[src/verilog/cecr_pkg.sv]
package cecr_pkg;
    // register byte addresses on the plain register port
    localparam logic [7:0] ADDR_CTRL = 8'h00;
    localparam logic [7:0] ADDR_STATUS = 8'h04;
    localparam logic [7:0] ADDR_IRQ_EN = 8'h08;
    localparam logic [7:0] ADDR_IRQ_SRC = 8'h0C;
    localparam logic [7:0] ADDR_ERR_CNT = 8'h10;
    localparam logic [7:0] ADDR_ID_CFG = 8'h14;
    // control register fields
    localparam int CTRL_OPMODE_LSB = 0;
    localparam int CTRL_BOM_LSB = 2;
    localparam int CTRL_FRC_BIT = 4;
    // operating modes
    localparam logic [1:0] OPM_OPERATE = 2'h0;
    localparam logic [1:0] OPM_RESET = 2'h1;
    localparam logic [1:0] OPM_HALT = 2'h2;
    // recovery policies
    localparam logic [1:0] BOM_NORMAL = 2'h0;
    localparam logic [1:0] BOM_HALT_ENTRY = 2'h1;
    localparam logic [1:0] BOM_HALT_END = 2'h2;
    localparam logic [1:0] BOM_PROGRAM = 2'h3;
    // interrupt source bit positions
    localparam int SRC_BOR = 0;
    localparam int SRC_WARN = 1;
    localparam int SRC_PASS = 2;
    localparam int SRC_BOE = 3;
    localparam int SRC_W = 4;
    // status bit positions
    localparam int ST_PASS = 0;
    localparam int ST_BOFF = 1;
    localparam int ST_OPM_LSB = 2;
    // thresholds and recovery counts
    localparam logic [8:0] LIM_WARN = 9'h060;
    localparam logic [8:0] LIM_PASS = 9'h080;
    localparam logic [8:0] LIM_BOFF = 9'h100;
    localparam logic [7:0] RECOV_SEQ = 8'h80;
    localparam int ID_STD_W = 11;
    localparam int ID_EXT_W = 29;
    localparam logic [1:0] RST_OPMODE = 2'h1;
    typedef enum logic [2:0] {
        CECR_ACTIVE = 3'b001,
        CECR_PASSIVE = 3'b010,
        CECR_BUSOFF = 3'b100
    } cecr_state_t;
    // error, success and recessive-sequence events from the protocol engine
    typedef struct packed {
        logic tx_err;
        logic rx_err;
        logic tx_ok;
        logic rx_ok;
        logic rec_seq;
    } cecr_evt_t;
endpackage

[src/verilog/cecr_top.sv]
// Behaviour
// frame error raises transmit counter when sending, receive counter when receiving.
// either counter at 96 or more sets the warning flag.
// either counter at 128 or more enters error-passive and sets passive flag.
// transmit counter at 256 or more enters bus-off and sets entry flag.
// interrupt only for enabled sources; sources readable in source register.
// software writes the interrupt enable register only in reset mode.
// status register shows error-passive and bus-off bits.
// source flag clears on written 0, holds on written 1.
// mode 00b leaves bus-off after 128 recessive sequences into error-active.
// recovery by recessive sequences sets the recovery flag.
// forced return leaves the recovery flag at 0.
// mode 00b forced-return bit moves bus-off straight to error-active.
// forced-return bit only set in bus-off; hardware clears it itself.
// mode 01b enters halt as bus-off begins.
// mode 10b enters halt after returning from bus-off.
// mode 11b halts when halt is requested in bus-off, else as 00b (here the forced-return bit does nothing in 11b; only 00b honours it).
// software changes recovery mode only in reset mode.
// software reads status to confirm an operating mode change.
// standard 11-bit and extended 29-bit identifier formats supported.
// counters decrement on success; passive returns active below 128.
//
// The address-and-strobe port and the address map are this design's own decisions.
module cecr_top (
    input wire logic clk_i,
    input wire logic rst_i,
    input wire logic [7:0] addr_i,
    input wire logic [31:0] wdata_i,
    input wire logic wr_i,
    input wire logic rd_i,
    output logic [31:0] rdata_o,
    input wire cecr_pkg::cecr_evt_t evt_i,
    output logic irq_o,
    output logic busoff_o,
    output logic [1:0] opmode_o,
    output logic ext_id_o
);
    cecr_pkg::cecr_state_t state, next_state;
    logic [8:0] tec, next_tec;
    logic [7:0] rec, next_rec;
    logic [7:0] seq_cnt, next_seq_cnt;
    logic [1:0] operating_mode_field, next_operating_mode_field;
    logic [1:0] busoff_recovery_mode, next_busoff_recovery_mode;
    logic forced_return_bit, next_forced_return_bit;
    logic [cecr_pkg::SRC_W-1:0] error_irq_enable_reg, next_error_irq_enable_reg;
    logic [cecr_pkg::SRC_W-1:0] error_irq_source_reg, next_error_irq_source_reg;
    logic ext_id, next_ext_id;
    logic [31:0] rdata, next_rdata;
    logic [cecr_pkg::SRC_W-1:0] evt_set;
    logic [31:0] controller_status_reg;
    logic passive_status_bit;
    logic busoff_status_bit;
    logic in_reset_mode;
    logic recov_done;
    logic forced_ret;
    logic warn_lvl;
    logic pass_lvl;
    logic warn_q;

    assign in_reset_mode = (operating_mode_field == cecr_pkg::OPM_RESET);
    // status bits straight from state so polling sees the live error state
    assign passive_status_bit = (state == cecr_pkg::CECR_PASSIVE);
    assign busoff_status_bit = (state == cecr_pkg::CECR_BUSOFF);
    assign controller_status_reg = {28'h0000000, operating_mode_field, busoff_status_bit, passive_status_bit};
    assign warn_lvl = (tec >= cecr_pkg::LIM_WARN) || ({1'b0, rec} >= cecr_pkg::LIM_WARN);
    assign pass_lvl = (tec >= cecr_pkg::LIM_PASS) || ({1'b0, rec} >= cecr_pkg::LIM_PASS);
    assign recov_done = busoff_status_bit && evt_i.rec_seq && (seq_cnt == cecr_pkg::RECOV_SEQ - 8'h01);
    assign forced_ret = busoff_status_bit && forced_return_bit && (busoff_recovery_mode == cecr_pkg::BOM_NORMAL);

    // error counters, fault state and recovery sequence count
    always_comb begin
        next_tec = tec;
        next_rec = rec;
        next_state = state;
        next_seq_cnt = seq_cnt;
        evt_set = '0;
        case (state)
            cecr_pkg::CECR_ACTIVE, cecr_pkg::CECR_PASSIVE: begin
                // saturating: a counter never wraps back below a threshold
                if (evt_i.tx_err && tec < cecr_pkg::LIM_BOFF) begin
                    next_tec = tec + 9'h008;
                end else if (evt_i.tx_ok && tec != 9'h000) begin
                    next_tec = tec - 9'h001;
                end
                if (evt_i.rx_err && rec != 8'hFF) begin
                    next_rec = rec + 8'h01;
                end else if (evt_i.rx_ok && rec != 8'h00) begin
                    next_rec = (rec > 8'h7F) ? 8'h77 : rec - 8'h01;
                end
                if (next_tec >= cecr_pkg::LIM_BOFF) begin
                    next_state = cecr_pkg::CECR_BUSOFF;
                    next_seq_cnt = 8'h00;
                    evt_set[cecr_pkg::SRC_BOE] = 1'b1;
                end else if (next_tec >= cecr_pkg::LIM_PASS || {1'b0, next_rec} >= cecr_pkg::LIM_PASS) begin
                    next_state = cecr_pkg::CECR_PASSIVE;
                    evt_set[cecr_pkg::SRC_PASS] = (state == cecr_pkg::CECR_ACTIVE);
                end else begin
                    next_state = cecr_pkg::CECR_ACTIVE;
                end
            end
            cecr_pkg::CECR_BUSOFF: begin
                if (forced_ret) begin
                    next_state = cecr_pkg::CECR_ACTIVE;
                    next_tec = 9'h000;
                    next_rec = 8'h00;
                end else if (recov_done) begin
                    next_state = cecr_pkg::CECR_ACTIVE;
                    next_tec = 9'h000;
                    next_rec = 8'h00;
                    evt_set[cecr_pkg::SRC_BOR] = 1'b1;
                end else if (evt_i.rec_seq) begin
                    next_seq_cnt = seq_cnt + 8'h01;
                end
            end
            default: begin
                next_state = cecr_pkg::CECR_ACTIVE;
            end
        endcase
        // warning fires on the rising crossing of 96
        evt_set[cecr_pkg::SRC_WARN] = warn_lvl && !warn_q;
    end

    // software registers with hardware side effects
    always_comb begin
        next_operating_mode_field = operating_mode_field;
        next_busoff_recovery_mode = busoff_recovery_mode;
        next_forced_return_bit = 1'b0;
        next_error_irq_enable_reg = error_irq_enable_reg;
        next_ext_id = ext_id;
        next_rdata = 32'h00000000;
        if (wr_i && addr_i == cecr_pkg::ADDR_CTRL) begin
            next_operating_mode_field = wdata_i[cecr_pkg::CTRL_OPMODE_LSB +: 2];
            // recovery policy is only taken in reset mode
            if (in_reset_mode) begin
                next_busoff_recovery_mode = wdata_i[cecr_pkg::CTRL_BOM_LSB +: 2];
            end
            // forced return only meaningful while in bus-off
            next_forced_return_bit = wdata_i[cecr_pkg::CTRL_FRC_BIT] && busoff_status_bit;
        end
        if (wr_i && addr_i == cecr_pkg::ADDR_IRQ_EN && in_reset_mode) begin
            next_error_irq_enable_reg = wdata_i[cecr_pkg::SRC_W-1:0];
        end
        if (wr_i && addr_i == cecr_pkg::ADDR_ID_CFG) begin
            next_ext_id = wdata_i[0];
        end
        // automatic halt entry per recovery policy
        if (evt_set[cecr_pkg::SRC_BOE] && busoff_recovery_mode == cecr_pkg::BOM_HALT_ENTRY) begin
            next_operating_mode_field = cecr_pkg::OPM_HALT;
        end
        if (busoff_status_bit && (forced_ret || recov_done) && busoff_recovery_mode == cecr_pkg::BOM_HALT_END) begin
            next_operating_mode_field = cecr_pkg::OPM_HALT;
        end
        if (rd_i) begin
            case (addr_i)
                cecr_pkg::ADDR_CTRL: next_rdata = {27'h0000000, forced_return_bit, busoff_recovery_mode,
                    operating_mode_field};
                cecr_pkg::ADDR_STATUS: next_rdata = controller_status_reg;
                cecr_pkg::ADDR_IRQ_EN: next_rdata = {28'h0000000, error_irq_enable_reg};
                cecr_pkg::ADDR_IRQ_SRC: next_rdata = {28'h0000000, error_irq_source_reg};
                cecr_pkg::ADDR_ERR_CNT: next_rdata = {15'h0000, tec, rec};
                cecr_pkg::ADDR_ID_CFG: next_rdata = {31'h00000000, ext_id};
                default: next_rdata = 32'h00000000;
            endcase
        end
    end

    // source flags: written 0 clears, 1 holds; a new event beats the clear
    always_comb begin
        next_error_irq_source_reg = error_irq_source_reg;
        if (wr_i && addr_i == cecr_pkg::ADDR_IRQ_SRC) begin
            next_error_irq_source_reg = error_irq_source_reg & wdata_i[cecr_pkg::SRC_W-1:0];
        end
        next_error_irq_source_reg = next_error_irq_source_reg | evt_set;
    end

    // register all state
    always_ff @(posedge clk_i) begin
        if (rst_i) begin
            state <= cecr_pkg::CECR_ACTIVE;
            tec <= 9'h000;
            rec <= 8'h00;
            seq_cnt <= 8'h00;
            warn_q <= 1'b0;
            operating_mode_field <= cecr_pkg::RST_OPMODE;
            busoff_recovery_mode <= cecr_pkg::BOM_NORMAL;
            forced_return_bit <= 1'b0;
            error_irq_enable_reg <= '0;
            error_irq_source_reg <= '0;
            ext_id <= 1'b0;
            rdata <= 32'h00000000;
        end else begin
            state <= next_state;
            tec <= next_tec;
            rec <= next_rec;
            seq_cnt <= next_seq_cnt;
            warn_q <= warn_lvl;
            operating_mode_field <= next_operating_mode_field;
            busoff_recovery_mode <= next_busoff_recovery_mode;
            forced_return_bit <= next_forced_return_bit;
            error_irq_enable_reg <= next_error_irq_enable_reg;
            error_irq_source_reg <= next_error_irq_source_reg;
            ext_id <= next_ext_id;
            rdata <= next_rdata;
        end
    end

    assign rdata_o = rdata;
    assign irq_o = |(error_irq_source_reg & error_irq_enable_reg);
    assign busoff_o = busoff_status_bit;
    assign opmode_o = operating_mode_field;
    assign ext_id_o = ext_id;

    // checks
    property p_boff_entry;
        @(posedge clk_i) disable iff (rst_i)
        (!busoff_status_bit && evt_i.tx_err && tec >= 9'h0F8) |=> busoff_status_bit && error_irq_source_reg[3];
    endproperty
    a_boff_entry: assert property (p_boff_entry) else $error("bus-off entry missed");
    property p_passive;
        @(posedge clk_i) disable iff (rst_i)
        (pass_lvl && state != cecr_pkg::CECR_BUSOFF) |-> state == cecr_pkg::CECR_PASSIVE;
    endproperty
    a_passive: assert property (p_passive) else $error("active at passive level");
    property p_warn;
        @(posedge clk_i) disable iff (rst_i)
        $rose(warn_lvl) |=> error_irq_source_reg[1];
    endproperty
    a_warn: assert property (p_warn) else $error("warning flag not set");
    property p_irq;
        @(posedge clk_i) disable iff (rst_i)
        (wr_i && addr_i == cecr_pkg::ADDR_IRQ_EN && !in_reset_mode) |=> $stable(error_irq_enable_reg);
    endproperty
    a_irq: assert property (p_irq) else $error("enable changed outside reset mode");
    property p_recov;
        @(posedge clk_i) disable iff (rst_i)
        recov_done && !forced_ret |=> state == cecr_pkg::CECR_ACTIVE && error_irq_source_reg[0];
    endproperty
    a_recov: assert property (p_recov) else $error("recovery wrong");
    property p_forced;
        @(posedge clk_i) disable iff (rst_i)
        forced_ret && !error_irq_source_reg[0] |=> !error_irq_source_reg[0] && !busoff_status_bit;
    endproperty
    a_forced: assert property (p_forced) else $error("forced return wrong");
    property p_frc_clear;
        @(posedge clk_i) disable iff (rst_i)
        forced_return_bit |=> !forced_return_bit;
    endproperty
    a_frc_clear: assert property (p_frc_clear) else $error("forced bit stuck");
    property p_halt_entry;
        @(posedge clk_i) disable iff (rst_i)
        $rose(busoff_status_bit) && busoff_recovery_mode == 2'h1 |-> operating_mode_field == 2'h2;
    endproperty
    a_halt_entry: assert property (p_halt_entry) else $error("no halt at bus-off");
    property p_clear;
        @(posedge clk_i) disable iff (rst_i)
        wr_i && addr_i == 8'h0C && !wdata_i[2] && evt_set[2] == 1'b0 |=> !error_irq_source_reg[2];
    endproperty
    a_clear: assert property (p_clear) else $error("source flag not cleared");
    c_boff: cover property (@(posedge clk_i) disable iff (rst_i) $rose(busoff_status_bit));
    c_recov: cover property (@(posedge clk_i) disable iff (rst_i) recov_done);
    c_forced: cover property (@(posedge clk_i) disable iff (rst_i) forced_ret);
endmodule
[config.mk]
export PLATFORM = sky130hd
export DESIGN_NAME = cecr_top
export DESIGN_NICKNAME = d
export VERILOG_FILES = /design/src/verilog/cecr_pkg.sv /design/src/verilog/cecr_top.sv
export SDC_FILE = /design/constraint.sdc
export NUM_CORES = 1
export LEC_CHECK = 0
export BUFFER_PORTS_ARGS = -buffer_cell sky130_fd_sc_hd__buf_2
export CORE_AREA = 2 2 91 93
export DETAILED_ROUTE_END_ITERATION = 10
export DIE_AREA = 0 0 93 95
export PLACE_DENSITY = 0.68
export REMOVE_ABC_BUFFERS = 1
export SLEW_MARGIN = 20
export SYNTH_ARGS = -nofsm -noshare
export SYNTH_HDL_FRONTEND = slang
export SYNTH_SLANG_ARGS = --single-unit
[constraint.sdc]
create_clock -name clk_i -period 2.5 [get_ports clk_i]
set_input_delay 0.25 -clock clk_i [delete_from_list [all_inputs] [get_ports clk_i]]
set_output_delay 0.25 -clock clk_i [all_outputs]
set_load 0.01 [all_outputs]
==> run metrics <==
post-cts hold buffer count=0; EDFF count, synth=0; Pwr per Cell Area=1021 nW/um^2; chip width=93 microns; outcome=completed; die height=95 microns; Mean Syn Cell Area=8.371 sq um; r2r endpoint=rec[1]; final non-filler cell total=568; Worst EP arrival=2.52 ns; FP Rows=33; I/O pin cnt=86; Vias=3292; post-DP HPWL=6.381 mm; vias in the first global route=2929; Initial Util=0.4329; cell count of the worst reg-to-reg path=6; CTS H-tree lvls=3; Gate power share=0.388; Clock Path Buffers=2; DR WL/cell=15.09 microns; Peak supply drop=0.3684 mV; clk sinks=60; Distinct cells, synth=73; fin nets=515; commonest cells after routing, fill and taps aside=dfxtp_1 (60), buf_2 (43), nand2_1 (30), nor2_1 (30), a21oi_1 (29); asr flop ratio synth=0; Layout Skew=0.01462 ns; DR iter-0 viols=332; top_reg_cell synth=dfxtp_1; die area=8835 sq um; initial antenna violation count=0; max reg flops=17; Internal=2.537 mW; RR Startpoint=rec[1]; Worst-Margin Slew=0.5726 ns; Root Driver=clkbuf_8; fin crit share=0.9135; setup TNS=0 ns; register-to-register setup slack=0.22 ns; DR DRC count=0; Area growth syn-to-layout=15.93%; post-synthesis cell count=410; post-CTS sizing=0; RePlAce Congestion=0.9248; unrepaired setup endpoints after global routing=false; Net Sw Power=1.525 mW; core area=7928 sq um; WL final=8.570 mm; final hold slack=0.1798 ns; most common cell after layout, fill and taps aside=dfxtp_1; CTS tree=done; multi-input logic area=1969 sq um; GRT overflow=0; average via count per standard cell=5.796; Inst Count DP=552; YS warnings=0; Sw Ratio=0.3754; Core Util, Final=0.5019; Setup CP Type=flop to flop; Startpoint Class=flop; maxcap violations=0; Hold Path End=forced_return_bit; Post-Syn Area=3432 sq um; min cycle time layout=2.284 ns; f_max=437.9 MHz; Critical Path RT=2.74 ns; share of the synthesized area in the top cell type=0.3500; setup bufs post-CTS=0; Clk Latency, worst-skew pair=0.35 ns; flops & latches, synth=60; Final setup violation count=0; number of I/O port buffers=43; Worst Path Max Fanout=6; fin. max-slew vios=0; Seq pwr share=0.324; Hold Crit Start=wdata_i[4]; Worst Hold Class=primary input to flop; CP Capture Type=flop; Reg clk slew, reported paths=0.07 ns; CTS Buf Count=9; DRT Pass-1 Iters=5; ranking of synthesized cells by area=dfxtp_1 (35%), a21oi_1 (4.2%), buf_4 (3.9%); Antenna Cells=0; share of post-route cells with drive strength above 1=0.1987; GRT Total Usage=0.1967; leakage power=1.603 nW; largest net degree at the start of global routing=16; first-pass GRT wire length=13.77 mm; register area=1201 sq um; Clk network pwr share=0.288; Detail Route Antenna Nets=0; Fin. Hold Viols=0; sequential element share of the synthesized area=0.3500; Yosys top cell by area=dfxtp_1; Relative slew margins=0.6147; fillers=784; Hold Path Depth=2
==> synthesized netlist by cell type, drive strengths merged, types with 4 or more instances <==
cell and count:
dfxtp 60, nand2 30, nor2 30, a21oi 29, buf 23, nand3 18
o21ai 18, and2 15, inv 15, clkbuf 14, nand4 10, a31oi 9
a22oi 8, ha 8, mux2i 8, nor3 8, o31ai 7, or3 7
and4 6, and3 5, nor3b 5, o211ai 5, or2 5, a211oi 4
nor4 4, or4 4
==> routing by layer <==
layer / GRT usage / share of wire / up-vias
met2: 0.3219 / 0.48 / 102
met4: 0.07353 / 0.013 / 0
met3: 0.04150 / 0.051 / 13
met5: 0 / 0 / -
li1: - / - / 1589
met1: 0.2558 / 0.45 / 1588
==> per-stage QoR <==
stage | instance area (sq um) | power, mW | worst slack [ns]
after global placement | 3714 | 2.825 | 0.3138
after global routing | 3979 | 4.317 | 0.09455
after CTS | 3979 | 4.049 | 0.2308
after floorplan | 3239 | 2.326 | 0.3945
final | 3979 | 4.062 | 0.2162
after detailed placement | 3714 | 2.867 | 0.2479
==> logic make-up after synthesis <==
group | Yosys count | share of synthesized area
muxes | 9 | 0.02661
adders and majority gates | 8 | 0.02917
and+or+nand+nor | 165 | 0.2702
buffers and inverters | 54 | 0.09150
xor gates and xnor gates | 4 | 0.01021
AOI/OAI and AO/OA | 109 | 0.2213
DFF | 60 | 0.3500
other | 1 | 0.001093
==> worst max-delay path by stage <==
stage / from / end / slack [ns] / cells past startpoint
after floorplan: rec[0] / rec[1] / 0.39 / 6
after global placement: rec[1] / rec[1] / 0.31 / 6
after detailed placement: rec[1] / rec[1] / 0.25 / 6
after CTS: rec[1] / rec[1] / 0.23 / 6
after global routing: tec[0] / tec[5] / 0.09 / 7
final: rec[1] / rec[1] / 0.22 / 6
==> worst max-delay path: stages, from the launching register on <==
cell and delay (ns):
dfxtp_1 0.36, inv_1 0.09, ha_1 0.19, or4b_2 0.71, o41ai_4 0.36, a2bb2oi_1 0.17, o221a_2 0.30
==> power by group through the flow <==
stage | registers, mW | logic [mW] | clock network (mW)
after floorplan | 1.32 | 1.00 | 0
after global placement | 1.32 | 1.50 | 0
after detailed placement | 1.33 | 1.54 | 0
after CTS | 1.31 | 1.56 | 1.18
after global routing | 1.34 | 1.75 | 1.23
final | 1.32 | 1.58 | 1.17
==> layout make-up <==
class,count,area share
multi-input combinational,310,0.4950
sequential,60,0.3019
timing repair buffer,60,0.08616
clock buffer,12,0.03648
tap,105,0.03302
clock inverter,4,0.03019
inverter,17,0.01730
(Power assumes the default switching activity.)
